===== src/shared/fwlk_pkg.sv =====
// Package of the flux-control and motor-lock fault block: register map, fields, resets, timing.
// Assumes a single 125 MHz system clock and an APB register bus with 32-bit data.
package fwlk_pkg;

  // ----------------------------------------------------------------
  // Register byte offsets
  // ----------------------------------------------------------------
  localparam logic [7:0] FWLK_OFS_FLUX = 8'h4c;
  localparam logic [7:0] FWLK_OFS_LOCK = 8'h50;
  localparam logic [7:0] FWLK_OFS_LOCK_EN = 8'h54;
  localparam logic [7:0] FWLK_OFS_IRQ_STAT = 8'h58;
  localparam logic [7:0] FWLK_OFS_IRQ_MASK = 8'h5c;
  localparam logic [7:0] FWLK_OFS_STATE = 8'h60;

  // ----------------------------------------------------------------
  // Field positions
  // ----------------------------------------------------------------
  localparam int FWLK_FLUX_MAX_TORQUE_PER_AMP_BIT = 6;
  localparam int FWLK_FLUX_REF_LSB = 4;
  localparam int FWLK_FLUX_CAP_LSB = 1;
  localparam int FWLK_FLUX_FW_BIT = 0;
  localparam int FWLK_FLUX_USED_MSB = 6;
  localparam int FWLK_LOCK_RETRY_LSB = 2;
  localparam int FWLK_LOCK_MODE_LSB = 0;
  localparam int FWLK_EN_OVERSPEED_BIT = 26;
  localparam int FWLK_EN_HALL_BIT = 25;
  localparam int FWLK_EN_NOMOTOR_BIT = 24;
  localparam int FWLK_IRQ_DETECT_BIT = 0;
  localparam int FWLK_IRQ_FAULT_BIT = 1;
  localparam int FWLK_IRQ_AUTOCLR_BIT = 2;
  localparam int FWLK_IRQ_BITS = 3;

  // ----------------------------------------------------------------
  // Reset values
  // ----------------------------------------------------------------
  localparam logic [31:0] FWLK_RST_FLUX = 32'h0000_0000;
  localparam logic [31:0] FWLK_RST_LOCK = 32'h0000_0000;
  localparam logic [2:0] FWLK_RST_EN = 3'h0;
  localparam logic [2:0] FWLK_RST_IRQ = 3'h0;

  // ----------------------------------------------------------------
  // Timing
  // ----------------------------------------------------------------
  localparam int FWLK_CLK_PERIOD_NS = 8;
  localparam int FWLK_MS_NS = 1000000;
  localparam int FWLK_MS_CYCLES = FWLK_MS_NS / FWLK_CLK_PERIOD_NS;
  localparam logic [13:0] FWLK_RETRY_MS_0 = 14'h0064;
  localparam logic [13:0] FWLK_RETRY_MS_1 = 14'h01f4;
  localparam logic [13:0] FWLK_RETRY_MS_STEP = 14'h03e8;

  // ----------------------------------------------------------------
  // Types
  // ----------------------------------------------------------------
  typedef enum logic [1:0] {
    FWLK_MODE_LATCH = 2'h0,
    FWLK_MODE_AUTO = 2'h1,
    FWLK_MODE_REPORT = 2'h2,
    FWLK_MODE_OFF = 2'h3
  } fwlk_mode_e;

  typedef struct packed {
    logic torque_per_amp_enable;
    logic [1:0] mod_index_code;
    logic [2:0] field_weaken_current_cap;
    logic field_weaken_enable;
  } fwlk_flux_s;

  typedef struct packed {
    logic [25:0] spare;
    logic [3:0] lock_retry_time;
    logic [1:0] lock_response_mode;
  } fwlk_lock_s;

  typedef struct packed {
    logic overspeed;
    logic hall_invalid;
    logic no_motor;
  } fwlk_lock_src_s;

  // Modulation-index target in percent for a two-bit code.
  function automatic logic [6:0] fwlk_mod_pct(input logic [1:0] code);
    unique case (code)
      2'h0: fwlk_mod_pct = 7'h46;
      2'h1: fwlk_mod_pct = 7'h50;
      2'h2: fwlk_mod_pct = 7'h5a;
      2'h3: fwlk_mod_pct = 7'h5f;
    endcase
  endfunction : fwlk_mod_pct

  // Field-weakening current cap in percent of the current limit; zero means circular limit only.
  function automatic logic [6:0] fwlk_cap_pct(input logic [2:0] code);
    if (code == 3'h0)
    begin
      fwlk_cap_pct = 7'h00;
    end
    else
    begin
      fwlk_cap_pct = 7'(7'd90 - 7'd10 * 7'(code));
    end
  endfunction : fwlk_cap_pct

  // Retry time in milliseconds for a four-bit code.
  function automatic logic [13:0] fwlk_retry_ms(input logic [3:0] code);
    if (code == 4'h0)
    begin
      fwlk_retry_ms = FWLK_RETRY_MS_0;
    end
    else if (code == 4'h1)
    begin
      fwlk_retry_ms = FWLK_RETRY_MS_1;
    end
    else
    begin
      fwlk_retry_ms = 14'(FWLK_RETRY_MS_STEP * 14'(code - 4'h1));
    end
  endfunction : fwlk_retry_ms

endpackage : fwlk_pkg


===== src/hw/fwlk_top.sv =====
// Flux-control configuration and motor-lock fault handling, reached over APB.
// Assumes lock-detect inputs come from control logic on sys_clk, one-cycle or level.
//
// Functional notes
// RULE1 - Torque-per-amp control follows its enable bit; bit resets to zero.
// RULE2 - Two-bit code selects modulation target 70, 80, 90 or 95 percent.
// RULE3 - Three-bit code caps weakening current; zero means circular limit only.
// RULE4 - Field-weakening control follows its enable bit; bit resets to zero.
// RULE5 - Retry code selects 100ms, 500ms, 1s, then 2s to 14s.
// RULE6 - Mode 0: lock latches fault, fault_out_n low until software clears.
// RULE7 - Mode 1: lock fault clears itself after the retry time.
// RULE8 - Mode 2: lock is only reported, no fault action.
// RULE9 - Mode 3: no lock detection at all.
// RULE10 - Each lock source takes part only when its own enable is set.
// RULE11 - Reserved flux bits read zero; writes to them do nothing.
// RULE12 - Report-only mode flags status while motor runs and fault stays off.
`timescale 1ns/1ns
module fwlk_top
  import fwlk_pkg::*;
#(
  parameter int unsigned MS_CYCLES = FWLK_MS_CYCLES
)
(
  input wire logic sys_clk,
  input wire logic rst_b,
  input wire logic psel,
  input wire logic penable,
  input wire logic pwrite,
  input wire logic [7:0] paddr,
  input wire logic [31:0] pwdata,
  input wire logic [3:0] pstrb,
  output logic [31:0] prdata,
  output logic pready,
  output logic pslverr,
  input wire logic overspeed_lock_det,
  input wire logic hall_invalid_lock_det,
  input wire logic no_motor_lock_det,
  output logic torque_per_amp_enable,
  output logic field_weaken_enable,
  output logic [6:0] mod_index_pct,
  output logic [6:0] field_weaken_current_cap,
  output logic cap_circular_only,
  output logic fault_out_n,
  output logic motor_stop,
  output logic lock_reported,
  output logic irq
);

  // ----------------------------------------------------------------
  // Reset release
  // ----------------------------------------------------------------
  logic rst_meta_ff;
  logic rst_sync_ff;

  // Two-stage release of the asynchronous reset.
  always_ff @(posedge sys_clk or negedge rst_b)
  begin
    if (!rst_b)
    begin
      rst_meta_ff <= 1'b0;
      rst_sync_ff <= 1'b0;
    end
    else
    begin
      rst_meta_ff <= 1'b1;
      rst_sync_ff <= rst_meta_ff;
    end
  end

  // ----------------------------------------------------------------
  // APB decode
  // ----------------------------------------------------------------
  typedef enum {LK_IDLE, LK_LATCHED, LK_RETRY} fwlk_lock_state_e;

  fwlk_flux_s flux_ff;
  fwlk_lock_s lock_cfg_ff;
  fwlk_lock_src_s lock_en_ff;
  logic [FWLK_IRQ_BITS-1:0] irq_stat_ff;
  logic [FWLK_IRQ_BITS-1:0] irq_mask_ff;
  logic [FWLK_IRQ_BITS-1:0] irq_set;
  logic [31:0] wmask;
  logic [31:0] nxt_prdata;
  logic [31:0] flux_word;
  logic [31:0] lock_word;
  logic [31:0] nxt_flux_word;
  logic [31:0] nxt_lock_word;
  logic [31:0] en_word;
  logic [31:0] nxt_en_word;
  logic [31:0] state_word;
  logic addr_ok;
  logic wr_acc;
  fwlk_lock_state_e lk_state_ff;
  logic report_ff;
  logic [31:0] prescale_ff;
  logic [13:0] ms_left_ff;

  // Byte lanes expanded into a bit mask.
  genvar gi;
  generate
    for (gi = 0; gi < 4; gi++)
    begin : g_lane
      assign wmask[gi*8 +: 8] = {8{pstrb[gi]}};
    end
  endgenerate

  // Known offsets; anything else answers with an error and reads zero.
  always_comb
  begin
    unique case (paddr)
      FWLK_OFS_FLUX, FWLK_OFS_LOCK, FWLK_OFS_LOCK_EN, FWLK_OFS_IRQ_STAT, FWLK_OFS_IRQ_MASK, FWLK_OFS_STATE:
        addr_ok = 1'b1;
      default:
        addr_ok = 1'b0;
    endcase
  end

  // Zero wait states; error only in the access phase of an unmapped offset.
  assign pready = 1'b1;
  assign pslverr = psel & penable & ~addr_ok;
  assign wr_acc = psel & penable & pwrite & addr_ok;

  // Register words as software sees them.
  assign flux_word = {25'h0, flux_ff};
  assign lock_word = lock_cfg_ff;
  assign en_word = {5'h0, lock_en_ff, 24'h0};
  assign state_word = {24'h0, report_ff, lk_state_ff == LK_RETRY, lk_state_ff != LK_IDLE, 3'h0,
                       lock_cfg_ff.lock_response_mode};
  assign nxt_flux_word = (flux_word & ~wmask) | (pwdata & wmask);
  assign nxt_lock_word = (lock_word & ~wmask) | (pwdata & wmask);
  assign nxt_en_word = (en_word & ~wmask) | (pwdata & wmask);

  // Read mux, captured in the setup phase so data is stable in the access phase.
  always_comb
  begin
    unique case (paddr)
      FWLK_OFS_FLUX: nxt_prdata = flux_word; // RULE11
      FWLK_OFS_LOCK: nxt_prdata = lock_word;
      FWLK_OFS_LOCK_EN: nxt_prdata = en_word;
      FWLK_OFS_IRQ_STAT: nxt_prdata = {29'h0, irq_stat_ff};
      FWLK_OFS_IRQ_MASK: nxt_prdata = {29'h0, irq_mask_ff};
      FWLK_OFS_STATE: nxt_prdata = state_word;
      default: nxt_prdata = 32'h0000_0000;
    endcase
  end

  // Read data register.
  always_ff @(posedge sys_clk or negedge rst_sync_ff)
  begin
    if (!rst_sync_ff)
    begin
      prdata <= 32'h0000_0000;
    end
    else if (psel && !penable && !pwrite)
    begin
      prdata <= nxt_prdata;
    end
  end

  // ----------------------------------------------------------------
  // Configuration registers
  // ----------------------------------------------------------------
  // Software settings; flux stores only bits 6..0, so its reserved bits stay zero.
  always_ff @(posedge sys_clk or negedge rst_sync_ff)
  begin
    if (!rst_sync_ff)
    begin
      flux_ff <= fwlk_flux_s'(FWLK_RST_FLUX[FWLK_FLUX_USED_MSB:0]); // RULE1 RULE4
      lock_cfg_ff <= fwlk_lock_s'(FWLK_RST_LOCK);
      lock_en_ff <= fwlk_lock_src_s'(FWLK_RST_EN);
      irq_mask_ff <= FWLK_RST_IRQ;
    end
    else
    begin
      if (wr_acc && paddr == FWLK_OFS_FLUX)
      begin
        flux_ff <= fwlk_flux_s'(nxt_flux_word[FWLK_FLUX_USED_MSB:0]); // RULE11
      end
      if (wr_acc && paddr == FWLK_OFS_LOCK)
      begin
        lock_cfg_ff <= fwlk_lock_s'(nxt_lock_word);
      end
      if (wr_acc && paddr == FWLK_OFS_LOCK_EN)
      begin
        lock_en_ff <= fwlk_lock_src_s'(nxt_en_word[FWLK_EN_OVERSPEED_BIT:FWLK_EN_NOMOTOR_BIT]);
      end
      if (wr_acc && paddr == FWLK_OFS_IRQ_MASK && pstrb[0])
      begin
        irq_mask_ff <= pwdata[FWLK_IRQ_BITS-1:0];
      end
    end
  end

  // ----------------------------------------------------------------
  // Flux control outputs
  // ----------------------------------------------------------------
  // Decoded flux settings, registered.
  always_ff @(posedge sys_clk or negedge rst_sync_ff)
  begin
    if (!rst_sync_ff)
    begin
      torque_per_amp_enable <= 1'b0;
      field_weaken_enable <= 1'b0;
      mod_index_pct <= 7'h00;
      field_weaken_current_cap <= 7'h00;
      cap_circular_only <= 1'b1;
    end
    else
    begin
      torque_per_amp_enable <= flux_ff.torque_per_amp_enable; // RULE1
      field_weaken_enable <= flux_ff.field_weaken_enable; // RULE4
      mod_index_pct <= fwlk_mod_pct(flux_ff.mod_index_code); // RULE2
      field_weaken_current_cap <= fwlk_cap_pct(flux_ff.field_weaken_current_cap); // RULE3
      cap_circular_only <= flux_ff.field_weaken_current_cap == 3'h0; // RULE3
    end
  end

  // ----------------------------------------------------------------
  // Motor-lock handling
  // ----------------------------------------------------------------
  fwlk_mode_e mode;
  logic lock_hit;
  logic fault_clr;
  logic ms_tick;
  logic retry_done;

  assign mode = fwlk_mode_e'(lock_cfg_ff.lock_response_mode);
  // Enabled sources only, and nothing at all when detection is off.
  assign lock_hit = (mode != FWLK_MODE_OFF) && // RULE9
                    ((overspeed_lock_det & lock_en_ff.overspeed) | // RULE10
                     (hall_invalid_lock_det & lock_en_ff.hall_invalid) |
                     (no_motor_lock_det & lock_en_ff.no_motor));
  // Software clears a latched fault by writing one to the fault status bit.
  assign fault_clr = wr_acc && paddr == FWLK_OFS_IRQ_STAT && pstrb[0] && pwdata[FWLK_IRQ_FAULT_BIT];
  assign ms_tick = prescale_ff == 32'(MS_CYCLES - 1);
  assign retry_done = (lk_state_ff == LK_RETRY) && ms_tick && (ms_left_ff <= 14'h0001);

  // Retry timer: millisecond prescaler and milliseconds left, both reloaded outside a retry wait.
  always_ff @(posedge sys_clk or negedge rst_sync_ff)
  begin
    if (!rst_sync_ff)
    begin
      prescale_ff <= 32'h0000_0000;
      ms_left_ff <= 14'h0000;
    end
    else if (lk_state_ff != LK_RETRY)
    begin
      prescale_ff <= 32'h0000_0000;
      ms_left_ff <= fwlk_retry_ms(lock_cfg_ff.lock_retry_time); // RULE5
    end
    else if (ms_tick)
    begin
      prescale_ff <= 32'h0000_0000;
      ms_left_ff <= ms_left_ff - 14'h0001;
    end
    else
    begin
      prescale_ff <= prescale_ff + 32'h0000_0001;
    end
  end

  // Fault state: latched waits for software, auto waits out the retry time.
  always_ff @(posedge sys_clk or negedge rst_sync_ff)
  begin
    if (!rst_sync_ff)
    begin
      lk_state_ff <= LK_IDLE;
    end
    else
    begin
      unique case (lk_state_ff)
        LK_IDLE:
          if (lock_hit && mode == FWLK_MODE_LATCH)
          begin
            lk_state_ff <= LK_LATCHED; // RULE6
          end
          else if (lock_hit && mode == FWLK_MODE_AUTO)
          begin
            lk_state_ff <= LK_RETRY; // RULE7
          end
        LK_LATCHED:
          if (fault_clr && !lock_hit)
          begin
            lk_state_ff <= LK_IDLE; // RULE6
          end
        LK_RETRY:
          if (fault_clr || retry_done)
          begin
            lk_state_ff <= LK_IDLE; // RULE7
          end
      endcase
    end
  end

  // Report-only indication, held until software clears the detect status.
  always_ff @(posedge sys_clk or negedge rst_sync_ff)
  begin
    if (!rst_sync_ff)
    begin
      report_ff <= 1'b0;
    end
    else if (lock_hit && mode == FWLK_MODE_REPORT)
    begin
      report_ff <= 1'b1; // RULE8 RULE12
    end
    else if (wr_acc && paddr == FWLK_OFS_IRQ_STAT && pstrb[0] && pwdata[FWLK_IRQ_DETECT_BIT])
    begin
      report_ff <= 1'b0;
    end
  end

  // Fault pin and motor stop follow the fault state only, never report-only mode.
  always_ff @(posedge sys_clk or negedge rst_sync_ff)
  begin
    if (!rst_sync_ff)
    begin
      fault_out_n <= 1'b1;
      motor_stop <= 1'b0;
      lock_reported <= 1'b0;
    end
    else
    begin
      fault_out_n <= lk_state_ff == LK_IDLE; // RULE6 RULE12
      motor_stop <= lk_state_ff != LK_IDLE; // RULE8
      lock_reported <= report_ff; // RULE12
    end
  end

  // ----------------------------------------------------------------
  // Interrupts
  // ----------------------------------------------------------------
  assign irq_set[FWLK_IRQ_DETECT_BIT] = lock_hit;
  assign irq_set[FWLK_IRQ_FAULT_BIT] = lock_hit && (mode == FWLK_MODE_LATCH || mode == FWLK_MODE_AUTO);
  assign irq_set[FWLK_IRQ_AUTOCLR_BIT] = retry_done && !fault_clr;

  // Sticky status, write one to clear; a new event wins over the clear.
  always_ff @(posedge sys_clk or negedge rst_sync_ff)
  begin
    if (!rst_sync_ff)
    begin
      irq_stat_ff <= FWLK_RST_IRQ;
    end
    else if (wr_acc && paddr == FWLK_OFS_IRQ_STAT && pstrb[0])
    begin
      irq_stat_ff <= (irq_stat_ff & ~pwdata[FWLK_IRQ_BITS-1:0]) | irq_set;
    end
    else
    begin
      irq_stat_ff <= irq_stat_ff | irq_set;
    end
  end

  // Level interrupt while any unmasked status bit is set.
  always_ff @(posedge sys_clk or negedge rst_sync_ff)
  begin
    if (!rst_sync_ff)
    begin
      irq <= 1'b0;
    end
    else
    begin
      irq <= |(irq_stat_ff & irq_mask_ff);
    end
  end

endmodule : fwlk_top


===== config.mk =====
export PLATFORM = sky130hd
export DESIGN_NAME = fwlk_top
export DESIGN_NICKNAME = d
export VERILOG_FILES = /design/src/shared/fwlk_pkg.sv /design/src/hw/fwlk_top.sv
export SDC_FILE = /design/constraint.sdc
export NUM_CORES = 1
export LEC_CHECK = 0
export BUFFER_PORTS_ARGS = -buffer_cell sky130_fd_sc_hd__buf_2
export CORE_AREA = 2 2 154 156
export DETAILED_ROUTE_END_ITERATION = 8
export DIE_AREA = 0 0 156 158
export SLEW_MARGIN = 20
export SYNTH_ARGS = -nofsm -noshare
export SYNTH_HDL_FRONTEND = slang
export SYNTH_SLANG_ARGS = --single-unit

===== constraint.sdc =====
create_clock -name sys_clk -period 5.2 [get_ports sys_clk]
set_input_delay 1.04 -clock sys_clk [delete_from_list [all_inputs] [get_ports sys_clk]]
set_output_delay 1.04 -clock sys_clk [all_outputs]
set_load 0.01 [all_outputs]

# == Word-level counts from Yosys, hierarchy flattened ==
# Index checks and enable logic that the tools add are counted.
# word_totals
regBits,182
# classes
n_addsub,4
n_mul,2
n_lt_le_gt_ge,1
n_eq_ne,21
muxes,18
bitwise,23
n_reduce_logical,38
# ops
cell,count
$mux W32,6
$pmux W32 S6,1
$pmux W32 S3,1
$and A32 B32 Y32,2
$logic_not A32 Y1,2
$mux W14,4
$eq A8 B7 Y1 const B,6
$add A32 B1 Y32 const B,1
$eq A32 B1 Y1 const B,1
$eq A32 B17 Y1 const B,1
$eq A32 B2 Y1 const B,1
$eq A32 B3 Y1 const B,1
$ne A32 B3 Y1 const B,1
$not A32 Y32,1
$or A32 B32 Y32,1
$reduce_bool A32 Y1,1
$pmux W7 S4,1
$and A27 B27 Y27,1
$or A27 B27 Y27,1
$logic_and A1 B1 Y1,20
$le A14 B1 Y1 const B,1
$mul A7 B14 Y11 const A,1
$sub A14 B1 Y14 const B,1
$and A1 B1 Y1,7
other kinds (27),43

# == Logic depth before layout (Yosys ltp) ==
# logic_depth
word_depth,11
mapped_depth,19
depth_no_buf,18

# == Worst setup path before layout ==
# OpenSTA, ideal clock, no wires.
# synth_timing
kind,reg-to-reg
from,reg (tool-made name)
to,reg ms_left_ff[12]
setup_time_ps,133
arrival_time_ps,4658
t_required_ps,5067
path_slack_ps,409
stages_incl_launch_ff,19
n_path_buf,2
synth_period_minus_slack_ps,4791
cell_sequence,dfrtp_1 -> clkbuf_1 -> inv_1 -> ha_1 -> or3b_2 -> clkbuf_1 -> inv_1 -> ha_1 -> ha_1 -> fa_1 -> inv_1 -> fa_1 -> inv_1 -> ha_1 -> o21ai_0 -> o21ai_0 -> and4b_1 -> o41ai_1 -> a21oi_1
# synth_rtl
item,line,rtl
"end signal, assigned",fwlk_top.sv:248,ms_left_ff <= fwlk_retry_ms(lock_cfg_ff.lock_retry_time);
"end signal, assigned",fwlk_top.sv:253,ms_left_ff <= ms_left_ff - 14'h0001;
"end, declared",fwlk_top.sv:95,logic [13:0] ms_left_ff;

==> results.py <==
metrics = {
    "outcome": {
        "status": "complete, no violations",
    },
    "clock_tree": {
        "cts-resized-gates": 0,
        "hold_buffers": 0,
        "cts_num_sinks": 150,
        "cts.htree.levels": 4,
        "clk_pin_slew_ns": 0.07,
        "cts_buffer_depth": 2,
        "cts_tree": "built",
        "clk_latency_ns": 0.43,
        "root_buffer": "clkbuf_16",
        "cts_setup_buffers": 0,
        "cts_made_buffers": 17,
    },
    "sta": {
        "rsz0062_at_grt": "no",
        "final.setup.tns_ns": 0,
        "setup_viol": 0,
        "period_minus_slack_ns": 4.765,
        "hold_viol": 0,
        "slew_headroom_pct": 26.86,
        "worst_slew_pin_slew_ns": 1.097,
        "slew_violations": 0,
        "fin_worst_skew_ns": 0.01695,
        "period_share_pct": 91.63,
        "worst_slack_ns": 0.4353,
        "fmax_ghz": 0.2099,
    },
    "detailed_routing": {
        "finalWirelength_um": 17900,
        "post_drt_wl_per_cell_um": 15.49,
        "vias_per_cell": 5.027,
        "drtPass1Iterations": 6,
        "vias": 5811,
        "ant_nets": 0,
        "drtIter0Drc": 305,
        "drc": 0,
    },
    "synth": {
        "synth.distinct_cells": 69,
        "avgSynthCellArea_um2": 10.57,
        "netlist_area_um2": 7945,
        "yosysTopAreaCellShare_pct": 46.61,
        "ys_warn_count": 0,
        "ys_seq_elements": 150,
        "async_flop_share_pct": 100.0,
        "yosysSeqAreaShare_pct": 47.28,
        "synth_flop_cell": "dfrtp_1",
        "synth_edf_count": 0,
        "synth_area_leaders": "dfrtp_1 47%, ha_1 6.3%, mux2_2 6.2%, nor2_1 3.7%, nand2_1 3.4%",
        "synth_commonest_cells": "148 x dfrtp_1, 78 x nor2_1, 72 x nand2_1, 44 x mux2_2, 42 x nand3_1",
        "synth_cells": 752,
        "synth_area_leader_cell": "dfrtp_1",
        "yosysMostFrequentCell": "dfrtp_1",
    },
    "pwr": {
        "fin_total_pwr_mw": 2.997,
        "power_density_nw_per_um2": 320.9,
        "leakagePower_nw": 4.490,
        "vdd_ir_drop_max_v": 0.0001940,
    },
    "finish": {
        "area_growth_syn_to_layout_pct": 17.54,
        "final_nets": 955,
        "drive_above_1_share_pct": 24.97,
    },
    "critical_path": {
        "endpoint_kind": "flip-flop",
        "r2r_setup_slack_ns": 0.44,
        "critical_path_peak_fanout": 8,
        "startpoint_type": "flip-flop",
        "worst-endpoint-arrival_ns": 5.06,
        "cp.required_ns": 5.50,
        "critPathKind": "reg2reg",
    },
    "floorplan": {
        "die_w_um": 156,
        "start_util_pct": 34.47,
        "ioPinCount": 107,
        "dieArea_um2": 24650,
        "num_rows": 56,
        "die_h_um": 158,
        "coreArea_um2": 23050,
    },
    "global_routing": {
        "grt_pass1_wl_um": 28910,
        "grt_pass1_vias": 5532,
        "grt_antenna_before_repair": 1,
        "grt_max_degree": 117,
        "grt.total_usage_pct": 14.78,
        "gr-total-overflow": 0,
    },
    "placement": {
        "port_buffers": 103,
        "place_ws_ns": 0.3919,
        "place.gp.congestion": 0.8121,
        "dpl.hpwl_um": 13000,
    },
    "job": {
        "cap_viol_max_count": 0,
    },
    "min_path": {
        "worstHoldPathType": "reg2async",
    },
}
==> logic make-up (layout without fill, tap and decap cells) <==
logic type	Yosys count	in the layout	synth area share, %
mux	50	50	6.992
flops	150	150	47.28
compound gates	89	89	8.189
xor+xnor	51	51	5.622
simple gates	288	288	18.69
other cells	2	6	0.09452
fa+ha+maj	51	51	9.071
buf+inv	71	181	4.063
==> per-layer routing <==
layer	wire (um)	GRT usage, %
met5	0	0
met4	212	4.631
met3	608	3.011
met2	8666	23.79
met1	8416	20.09
==> final timing paths <==
| path | end | start | cells after the start |
|---|---|---|---|
| min | mod_index_pct[6]$_DFF_PN0_ | rst_sync_ff$_DFF_PN0_ | 0 |
| min reg2reg | mod_index_pct[6]$_DFF_PN0_ | rst_sync_ff$_DFF_PN0_ | 0 |
| max in group asynchronous | ms_left_ff[4]$_DFFE_PN0P_ | rst_sync_ff$_DFF_PN0_ | 1 |
| max | ms_left_ff[12]$_DFFE_PN0P_ | flip-flop | 16 |
| max reg2reg | ms_left_ff[12]$_DFFE_PN0P_ | flip-flop | 16 |
| min in group sys_clk | rst_sync_ff$_DFF_PN0_ | rst_meta_ff$_DFF_PN0_ | 0 |
==> where the power goes <==
group | internal [mW] | leakage [nW] | switching [mW]
clock | 0.721 | 0.286 | 0.529
combinational | 0.196 | 2.19 | 0.293
sequential | 1.22 | 2.01 | 0.0408
total | 2.13 | 4.49 | 0.863
==> stage by stage <==
stage / instances / utilization, % / hold slack, ns / area, um2
floorplan: 755 / - / 0.3312 / 7956
global placement: 1123 / 37.93 / 0.2920 / 8743
detailed placement: 1123 / 37.93 / 0.2980 / 8743
CTS: 1155 / 40.50 / 0.3026 / 9336
global route: 1156 / 40.51 / 0.3324 / 9339
finish: 1156 / 40.51 / 0.2791 / 9339
==> layout make-up <==
| type | count | area, um2 |
|---|---|---|
| antenna | 1 | 2.502 |
| timing repair buffer | 112 | 595.6 |
| inverter | 37 | 138.9 |
| sequential | 150 | 3760 |
| fill | 2217 | 13710 |
| tap | 290 | 362.8 |
| clock buffer | 18 | 429.2 |
| multi-input combinational | 534 | 3886 |
| clock inverter | 14 | 163.9 |
==> worst max-delay path: stages, from the launching register on <==
cell      delay [ns]
dfrtp_1         0.47
inv_1           0.16
ha_1            0.23
or3b_2          0.60
inv_1           0.21
ha_1            0.29
ha_1            0.32
fa_1            0.50
inv_1           0.05
fa_1            0.50
inv_1           0.04
ha_1            0.22
a211oi_1        0.28
o21ai_0         0.15
and4b_1         0.21
o41ai_1         0.34
a21oi_1         0.07
==> placed cells by master (no fill, tap or decap), drive strengths merged, types with 5 or more instances in the layout <==
master,instances
o31ai,9
nor4,15
dfrtp,148
nand3,43
o21ai,16
nor3,12
nor2,78
xor2,30
xnor2,21
clkbuf,18
a21oi,9
a211oi,7
nand4,14
nor3b,6
inv,43
buf,112
nand2,73
and3,12
mux2i,6
mux2,44
a221oi,9
nor4b,6
a21o,5
conb,5
ha,40
fa,11
(Power assumes the default switching activity.)
